File: config.mk
export PLATFORM = sky130hd
export DESIGN_NAME = sawc_sleep_wdog
export DESIGN_NICKNAME = d
export VERILOG_FILES = /design/src/sawc_pkg.sv /design/src/sawc_sleep_wdog.sv
export SDC_FILE = /design/constraint.sdc
export NUM_CORES = 1
export LEC_CHECK = 0
export ABC_AREA = 1
export BUFFER_PORTS_ARGS = -buffer_cell sky130_fd_sc_hd__clkbuf_2
export CAP_MARGIN = 10
export CORE_ASPECT_RATIO = 1.4
export CORE_MARGIN = 2
export CORE_UTILIZATION = 50
export CTS_CLUSTER_DIAMETER = 30
export DETAILED_ROUTE_END_ITERATION = 10
export PLACE_DENSITY = 0.75
export REMOVE_ABC_BUFFERS = 1
export SLEW_MARGIN = 40
export SYNTH_ARGS = -nofsm -noshare
export SYNTH_HDL_FRONTEND = slang
export SYNTH_SLANG_ARGS = --single-unit
File: constraint.sdc
create_clock -name clk_sys -period 2.7 [get_ports clk_sys]
set_clock_uncertainty 0.1 [all_clocks]
set_input_delay 0.81 -clock clk_sys [delete_from_list [all_inputs] [get_ports clk_sys]]
set_output_delay 0.81 -clock clk_sys [all_outputs]
set_load 0.01 [all_outputs]
File: src/sawc_pkg.sv
// Purpose: constants for sleep and watchdog control
// Assumes: 40 MHz system clock, axi4-lite register access
// Notes:   register offsets are byte addresses
`default_nettype none
package sawc_pkg;
   localparam logic [3:0] OFS_WDOG_CTRL  = 4'h0;
   localparam logic [3:0] OFS_CPU_STATUS = 4'h4;
   localparam logic [3:0] OFS_IRQ_CTRL   = 4'h8;
   localparam logic [3:0] OFS_SLEEP_STAT = 4'hc;
   // watchdog control fields
   localparam int        WDC_SWEN_BIT   = 0;
   localparam int        WDC_PS_LSB     = 1;
   localparam logic [4:0] WDC_PS_RESET  = 5'h0b;
   localparam logic [4:0] WDC_PS_MAXCODE = 5'h12;
   // cpu status fields
   localparam int        ST_PD_BIT      = 3;
   localparam int        ST_TO_BIT      = 4;
   // irq control fields
   localparam int        IC_GIE_BIT     = 7;
   // watchdog modes
   localparam logic [1:0] WDM_ALWAYS_OFF = 2'h0;
   localparam logic [1:0] WDM_SOFTWARE   = 2'h1;
   localparam logic [1:0] WDM_OFF_SLEEP  = 2'h2;
   localparam logic [1:0] WDM_ALWAYS_ON  = 2'h3;
   // counts
   localparam int        PRESCALE_MIN_LOG2 = 5;
   localparam int        WDT_CNT_W      = 24;
   localparam int        OST_CYCLES     = 1024;
   localparam logic [10:0] OST_LAST     = 11'(OST_CYCLES - 1);
   localparam logic [15:0] IRQ_VECTOR   = 16'h0004;
   localparam logic [1:0] RESP_OKAY     = 2'h0;
   localparam logic [1:0] RESP_SLVERR   = 2'h2;
   typedef enum logic [3:0] {
      ST_RUN   = 4'b0001,
      ST_ENTER = 4'b0010,
      ST_SLEEP = 4'b0100,
      ST_OST   = 4'b1000
   } sawc_state_e;
endpackage
`default_nettype wire

File: src/sawc_sleep_wdog.sv
// Purpose: sleep sequencing and watchdog timer
// Assumes: lfoTick marks one low-frequency oscillator period, synchronous
// Notes:   axi4-lite slave, one write and one read at a time
// Behaviour
// - sleep entered only by sleep instruction
// - sleep entry clears powerdown, sets timeout flag
// - cpu clock gated, low-frequency oscillator kept
// - io ports hold their drive during sleep
// - resets reset device; watchdog, interrupts resume
// - enabled interrupt wakes regardless of global enable
// - after irq wake, vector only if global enable
// - prefetch next instruction during sleep instruction
// - any wake clears watchdog counter
// - pending enabled irq makes sleep a no-op
// - irq during sleep entry completes then wakes
// - crystal modes delay wake by 1024 cycles
// - watchdog timeout without clear resets device
// - watchdog counts only low-frequency oscillator ticks
// - mode 11 keeps watchdog always active
// - mode 10 active awake, off asleep
// - mode 01 follows software enable bit
// - period select from 1 ms, default 2 s
// - watchdog cleared on listed events
// - timeout asleep wakes instead of reset
// - code 0 is 1:32, doubling; reserved minimum
//
// Design decisions made here: the AXI4-Lite slave port and the placing of the registers.
`timescale 1ns/100ps
`default_nettype none
module sawc_sleep_wdog (
   input  wire logic        clk_sys,
   input  wire logic        resetn,
   input  wire logic [1:0]  watchdogModeConfig,
   input  wire logic        crystalMode,
   input  wire logic        lfoTick,
   input  wire logic        sleepInstr,
   input  wire logic        watchdogClearInstr,
   input  wire logic        irqPendingEnabled,
   input  wire logic        oscFailEvent,
   input  wire logic        oscTick,
   input  wire logic        pinDriveLevel,
   input  wire logic        pinDriveEnable,
   output logic             cpuClockEnable,
   output logic             lfoRunEnable,
   output logic             prefetchNext,
   output logic             resumeStrobe,
   output logic             vectorStrobe,
   output logic [15:0]      vectorAddr,
   output logic             watchdogResetReq,
   output logic             asleep,
   output logic             pinOut,
   output logic             pinOutEnable,
   input  wire logic [3:0]  s_axi_awaddr,
   input  wire logic        s_axi_awvalid,
   output logic             s_axi_awready,
   input  wire logic [31:0] s_axi_wdata,
   input  wire logic [3:0]  s_axi_wstrb,
   input  wire logic        s_axi_wvalid,
   output logic             s_axi_wready,
   output logic [1:0]       s_axi_bresp,
   output logic             s_axi_bvalid,
   input  wire logic        s_axi_bready,
   input  wire logic [3:0]  s_axi_araddr,
   input  wire logic        s_axi_arvalid,
   output logic             s_axi_arready,
   output logic [31:0]      s_axi_rdata,
   output logic [1:0]       s_axi_rresp,
   output logic             s_axi_rvalid,
   input  wire logic        s_axi_rready
);
   import sawc_pkg::*;

   typedef struct packed {
      sawc_state_e                    state;
      logic [4:0]                     periodSel;
      logic                           swEnable;
      logic                           global_irq_enable;
      logic                           pdFlag;
      logic                           toFlag;
      logic [WDT_CNT_W-1:0]           wdtCnt;
      logic [10:0]                    ostCnt;
      logic                           resumePend;
      logic                           resume;
      logic                           vector;
      logic                           wdReset;
      logic                           prefetch;
      logic                           pinHold;
      logic                           pinHoldEn;
      logic                           awHeld;
      logic                           wHeld;
      logic [3:0]                     awAddr;
      logic [31:0]                    wData;
      logic [3:0]                     wStrb;
      logic                           bValid;
      logic [1:0]                     bResp;
      logic                           rValid;
      logic [31:0]                    rData;
      logic [1:0]                     rResp;
   } sawc_regs_s;

   sawc_regs_s q, d;

   function automatic logic mapped(input logic [3:0] a);
      mapped = (a == OFS_WDOG_CTRL) || (a == OFS_CPU_STATUS) ||
               (a == OFS_IRQ_CTRL) || (a == OFS_SLEEP_STAT);
   endfunction

   // prescale terminal count: 2^(5+code)-1, reserved codes minimum
   function automatic logic [WDT_CNT_W-1:0] period_last(
      input logic [4:0] code);
      logic [4:0] c;
      c = (code > WDC_PS_MAXCODE) ? 5'h00 : code;
      period_last = WDT_CNT_W'((32'h1 << (PRESCALE_MIN_LOG2 + c)) - 1);
   endfunction

   logic wdActive;
   logic wdClear;
   logic wrFire;
   logic asleepNow;

   always_comb begin
      asleepNow = (q.state == ST_SLEEP) || (q.state == ST_OST);
      case (watchdogModeConfig)
         WDM_ALWAYS_ON: wdActive = 1'b1;
         WDM_OFF_SLEEP: wdActive = !asleepNow;
         WDM_SOFTWARE:  wdActive = q.swEnable;
         default:       wdActive = 1'b0;
      endcase
      wrFire = q.awHeld && q.wHeld && !q.bValid;
   end

   always_comb begin
      d = q;
      d.resume = 1'b0;
      d.vector = 1'b0;
      d.wdReset = 1'b0;
      d.prefetch = 1'b0;
      wdClear = !wdActive || oscFailEvent;
      if (q.state == ST_RUN && watchdogClearInstr) begin
         wdClear = 1'b1;
      end
      // pins follow core while awake, freeze during sleep entry and while asleep
      if (!asleepNow && q.state != ST_ENTER) begin
         d.pinHold = pinDriveLevel;
         d.pinHoldEn = pinDriveEnable;
      end
      if (q.resume && q.global_irq_enable) begin
         d.vector = 1'b1;
      end
      case (q.state)
         ST_RUN: begin
            if (sleepInstr) begin
               d.prefetch = 1'b1;
               if (!irqPendingEnabled) begin
                  d.state = ST_ENTER;
                  d.pdFlag = 1'b0;
                  d.toFlag = 1'b1;
                  wdClear = 1'b1;
               end
            end
         end
         ST_ENTER: begin
            d.state = ST_SLEEP;
            wdClear = 1'b1;
            // irq arriving during entry still completes entry
            d.resumePend = irqPendingEnabled;
         end
         ST_SLEEP: begin
            if (q.resumePend || irqPendingEnabled) begin
               d.resumePend = 1'b0;
               wdClear = 1'b1;
               d.ostCnt = '0;
               d.state = crystalMode ? ST_OST : ST_RUN;
               d.resume = !crystalMode;
            end
         end
         ST_OST: begin
            wdClear = 1'b1;
            if (oscTick) begin
               d.ostCnt = q.ostCnt + 11'h001;
               if (q.ostCnt == OST_LAST) begin
                  d.state = ST_RUN;
                  d.resume = 1'b1;
               end
            end
         end
         default: d.state = ST_RUN;
      endcase
      // watchdog counter on low-frequency ticks only
      if (wdClear) begin
         d.wdtCnt = '0;
      end else if (lfoTick) begin
         if (q.wdtCnt >= period_last(q.periodSel)) begin
            d.wdtCnt = '0;
            if (q.state == ST_SLEEP) begin
               d.state = crystalMode ? ST_OST : ST_RUN;
               d.ostCnt = '0;
               d.resume = !crystalMode;
               d.toFlag = 1'b0;
               d.pdFlag = 1'b0;
            end else begin
               d.wdReset = 1'b1;
            end
         end else begin
            d.wdtCnt = q.wdtCnt + WDT_CNT_W'(1);
         end
      end
      // axi write path
      if (s_axi_awvalid && !q.awHeld) begin
         d.awHeld = 1'b1;
         d.awAddr = s_axi_awaddr;
      end
      if (s_axi_wvalid && !q.wHeld) begin
         d.wHeld = 1'b1;
         d.wData = s_axi_wdata;
         d.wStrb = s_axi_wstrb;
      end
      if (wrFire) begin
         d.awHeld = 1'b0;
         d.wHeld = 1'b0;
         d.bValid = 1'b1;
         d.bResp = mapped(q.awAddr) ? RESP_OKAY : RESP_SLVERR;
         if (q.wStrb[0]) begin
            case (q.awAddr)
               OFS_WDOG_CTRL: begin
                  d.swEnable = q.wData[WDC_SWEN_BIT];
                  d.periodSel = q.wData[WDC_PS_LSB +: 5];
               end
               OFS_IRQ_CTRL: d.global_irq_enable = q.wData[IC_GIE_BIT];
               default: d.global_irq_enable = d.global_irq_enable;
            endcase
         end
      end
      if (q.bValid && s_axi_bready) begin
         d.bValid = 1'b0;
      end
      // axi read path
      if (s_axi_arvalid && !q.rValid) begin
         d.rValid = 1'b1;
         d.rResp = mapped(s_axi_araddr) ? RESP_OKAY : RESP_SLVERR;
         case (s_axi_araddr)
            OFS_WDOG_CTRL:
               d.rData = {26'h0, q.periodSel, q.swEnable};
            OFS_CPU_STATUS:
               d.rData = {27'h0, q.toFlag, q.pdFlag, 3'h0};
            OFS_IRQ_CTRL:
               d.rData = {24'h0, q.global_irq_enable, 7'h0};
            OFS_SLEEP_STAT:
               d.rData = {4'h0, q.wdtCnt, q.state};
            default: d.rData = 32'h0;
         endcase
      end else if (q.rValid && s_axi_rready) begin
         d.rValid = 1'b0;
      end
   end

   always_ff @(posedge clk_sys or negedge resetn) begin
      if (!resetn) begin
         q <= '0;
         q.state <= ST_RUN;
         q.periodSel <= WDC_PS_RESET;
         q.pdFlag <= 1'b1;
         q.toFlag <= 1'b1;
      end else begin
         q <= d;
      end
   end

   always_comb begin
      asleep = asleepNow;
      cpuClockEnable = !asleepNow && q.state != ST_ENTER;
      lfoRunEnable = 1'b1;
      prefetchNext = q.prefetch;
      resumeStrobe = q.resume;
      vectorStrobe = q.vector;
      vectorAddr = IRQ_VECTOR;
      watchdogResetReq = q.wdReset;
      pinOut = q.pinHold;
      pinOutEnable = q.pinHoldEn;
      s_axi_awready = !q.awHeld;
      s_axi_wready = !q.wHeld;
      s_axi_bvalid = q.bValid;
      s_axi_bresp = q.bResp;
      s_axi_arready = !q.rValid;
      s_axi_rvalid = q.rValid;
      s_axi_rdata = q.rData;
      s_axi_rresp = q.rResp;
   end
endmodule
`default_nettype wire

==> results by group <==
Drt
  – Antenna violation net count after detailed routing: 0
  – DRC violations left: 0
  – Drt pass-1 iters: 5
  – First DRT Iteration DRCs: 365
  – Vias per cell: 5.32
  – Vias: 6,203
  – Routed wire per std cell: about 15 um
  – Final WL: 17,500 um

STA
  – Post-route setup slack: -678 ps
  – Max-slew violations: 0
  – # setup viols final: 42
  – Normalized max-slew margin: 0.606
  – Crit path time final: 3380 ps
  – Setup Total Neg Slack: -25,330 ps
  – Max Freq: 296 MHz
  – Final Cycle Share: 1.25
  – Endpoints failing hold: 0
  – WHS: between 200 and 300 ps
  – Slew @ Worst Pin: 588 ps
  – RSZ-0062 raised after global routing: yes

Setup path
  – Worst reg2reg startpoint: q[129]
  – Crit-path max FO: 7
  – Slowest stage delay, CP: 620 ps
  – WP buf/inv: 4
  – CP Data Required Time: 2850 ps
  – Crit start category: flop
  – Setup crit end kind: flop
  – Worst R2R Setup Slack: -680 ps
  – Cell family with most CP delay: simple AND/OR/NAND/NOR gates
  – Worst Path Class, Setup: flop to flop
  – Capturing point of the worst reg2reg path: q[90]
  – WP data arrival: ~3500 ps
  – Critical path depth: 19
  – R2R depth: 19
  – Slowest-stage cell, CP: dfstp_2
  – Critical path, cell by cell: buf_6, nand4_1, nand2_4, o21ai_2, nor2_4, buf_6, nand3_2, nand2_1, nand2_2, ha_4, nand2_2, inv_2, nand4_1, nor2_2, nand2_1, nand4_1, nand2_4, buf_6, o21a_1

Pwr
  – Net Sw Power: 2.37 mW
  – Total power: about 6 mW
  – Reg power frac: 0.320
  – Power per standard cell area: between 700 and 800 nW/um^2
  – Logic pwr share: 0.459
  – Net Sw Frac: 0.389
  – Internal power: 3.73 mW
  – Static Leak: 4.27 nW
  – Maximum vdd drop: between 0.5 and 0.6 mV
  – Clock Power Share: 0.221

Clocking
  – H-tree depth: 3
  – CTS tree: built
  – Clock Sinks: 101
  – Clock Latency Late Sink: 360 ps
  – Root buf cell: clkbuf_16
  – Total CTS buffers: 9
  – Clock Tree Buf Depth: 2
  – CTS Hold Bufs: 0
  – CTS clk-pin slew, worst paths: 70 ps

Synth
  – Sequential area share after synthesis: 0.386
  – Post-synth EDFFs: 0
  – Flops & latches, synth: around 100
  – Count of cell types in the netlist: 39
  – Cell count after synthesis: 899
  – Yosys top cell area share: 0.362
  – Synth Area in Adders: 0.0514
  – Syn avg cell area: 7.31 um^2
  – Yosys top cell by area: dfrtp_1
  – Post-synthesis mux area share: 0.00857
  – Xor/xnor share of the synthesized area: 0.0280
  – Synth Warn #: 0
  – Simple-Gate Fraction of Synth Area: 0.310
  – Fraction of registers with async set/reset: 1.00
  – Post-synthesis cell area: 6570 um^2
  – Largest family of logic cells by synthesized area: simple AND/OR/NAND/NOR gates
  – Synth Flop Type: dfrtp_1
  – Synth Area in Compound Gates: 0.0804
  – Ranking of synthesized cells by area: dfrtp_1 36%, nand2_1 16%, buf_4 6.2%

Floorplanning
  – Die width: roughly 100 um
  – I/O pin count: about 130
  – Row count: 49
  – Core footprint: 12,800 um^2
  – Die height: 140 um
  – Starting Density: 0.513
  – Full die area: 14,100 um^2

Placed design
  – GP Congestion: 0.880
  – Pre-CTS setup slack: -458 ps
  – PortBufs: 76
  – Post-DP HPWL: ~12,000 um

GRT
  – Initial antenna violation count: 0
  – Global-route wire length before repair: 28,400 um
  – Total GRT Usage: 0.253
  – Largest net degree at the start of global routing: 55
  – Vias in the first global route: 6,094
  – Gr ovfl total: 0

Layout
  – Fraction of layout cells with a size suffix above 1: 0.252
  – Fin util: 0.626
  – Fin nets: 1,098
  – Antenna diode count: 0
  – Area growth, synth to finish: 22.0%
  – Fillers: 1,130

Run status
  – Outcome: complete, but fails checks
  – Violated checks: negative setup slack

Worst hold path
  – HP Class: input pin to async pin

Run
  – Max-Cap Viols: 0
how the worst max path moves through the flow:
stage | start | end | slack, ps
after floorplan | q[127] | q[94] | -430
after global placement | q[126] | q[96] | -410
after detailed placement | q[126] | q[93] | -460
after CTS | q[126] | q[123] | -390
after global routing | q[126] | q[131] | -860
final | q[129] | q[90] | -680
repair_timing:
| action | in CTS | in global routing |
|---|---|---|
| resized for setup | 45 | 32 |
| setup endpoints to repair | 42 | 42 |
| pin swaps | 18 | 29 |
| buffers inserted | 14 | 7 |
| cloned | 3 | 1 |
area by class of cell:
cell class | count | area, um^2 | share of cell area
repair buffers | 145 | 1040 | 0.130
multi-input cells | 644 | 3520 | 0.439
clock inverters | 6 | 70.1 | 0.00874
clock buffers | 10 | 239 | 0.0298
flip-flops and latches | 101 | 2540 | 0.316
well taps | 153 | 191 | 0.0239
repair inverters | 1 | 7.51 | 0.000936
inverters | 107 | 407 | 0.0507
flip-flops by register name (all words and copies together) (netlist names):
register	flops
prefetchNext	1
pinOut	1
vectorStrobe	1
s_axi_bresp	1
s_axi_rdata	28
q	63
s_axi_bvalid	1
resumeStrobe	1
s_axi_rvalid	1
pinOutEnable	1
s_axi_rresp	1
watchdogResetReq	1
kinds of logic (layout without fill, tap and decap cells):
kind of cell               Yosys count  in the layout
DFF                                101            101
muxes                                5              5
buffers and inverters              180            269
adders and majority gates           27             27
other                                2             28
xor gates and xnor gates            21             21
and+or+nand+nor                    474            474
AOI/OAI and AO/OA                   89             89
worst register-to-register path, delay by kind of cell, from the launching register on:
family,cells,cell delay [ps]
buf+inv,4,460
flops,1,620
simple gates,12,1650
compound gates,2,170
fa+ha+maj,1,270
cells in the mapped netlist (2+ instances only):
cell and count:
nand2_2 5, mux2_2 5, nand3b_1 2, buf_2 6, nand3_1 35, nand4_1 46, dfstp_2 6, ha_1 27
a21o_1 3, clkbuf_1 13, o21a_1 3, a22oi_1 2, inv_2 12, nor2_1 90, o22ai_1 5, o21ai_1 4
a21oi_1 21, nor2_2 7, o31ai_1 12, nand2_1 272, nor3_1 11, nand3_2 2, o21ai_0 32, conb_1 2
inv_1 94, xnor2_1 9, nor2_4 2, o221ai_1 2, dfrtp_1 95, xor2_1 12, buf_4 54
power groups by stage:
stage          registers (mW)  clock network [mW]  logic (mW)
2_1_floorplan            1.93                   0        1.28
3_3_place_gp             1.93                   0        2.04
3_5_place_dp             1.94                   0        2.09
4_1_cts                  1.94                1.37        2.45
5_1_grt                  1.98                1.43        3.10
6_report                 1.95                1.35        2.80
metal layers:
metal | GRT usage | share of wire
met1 | 0.289 | 0.38
met3 | 0.0352 | 0.048
met2 | 0.449 | 0.52
met5 | 0 | 0
met4 | 0.131 | 0.052
through the flow:
stage	area, um^2	std cells
after CTS	7850	1160
after global placement	7130	1128
after floorplan	6180	852
after global routing	8020	1167
final	8020	1167
after detailed placement	7130	1128
placed cells by master, fill, tap and decap left out, types with 12 or more instances in the layout:
cell	n
a21oi_1	21
buf_4	56
clkbuf_2	75
conb_1	28
dfrtp_1	94
ha_1	21
inv_1	88
inv_2	16
nand2_1	253
nand2_2	18
nand3_1	28
nand4_1	46
nor2_1	81
nor2_2	13
o21ai_0	31
xor2_1	12
Note: power is estimated with default switching activity, not from simulation.
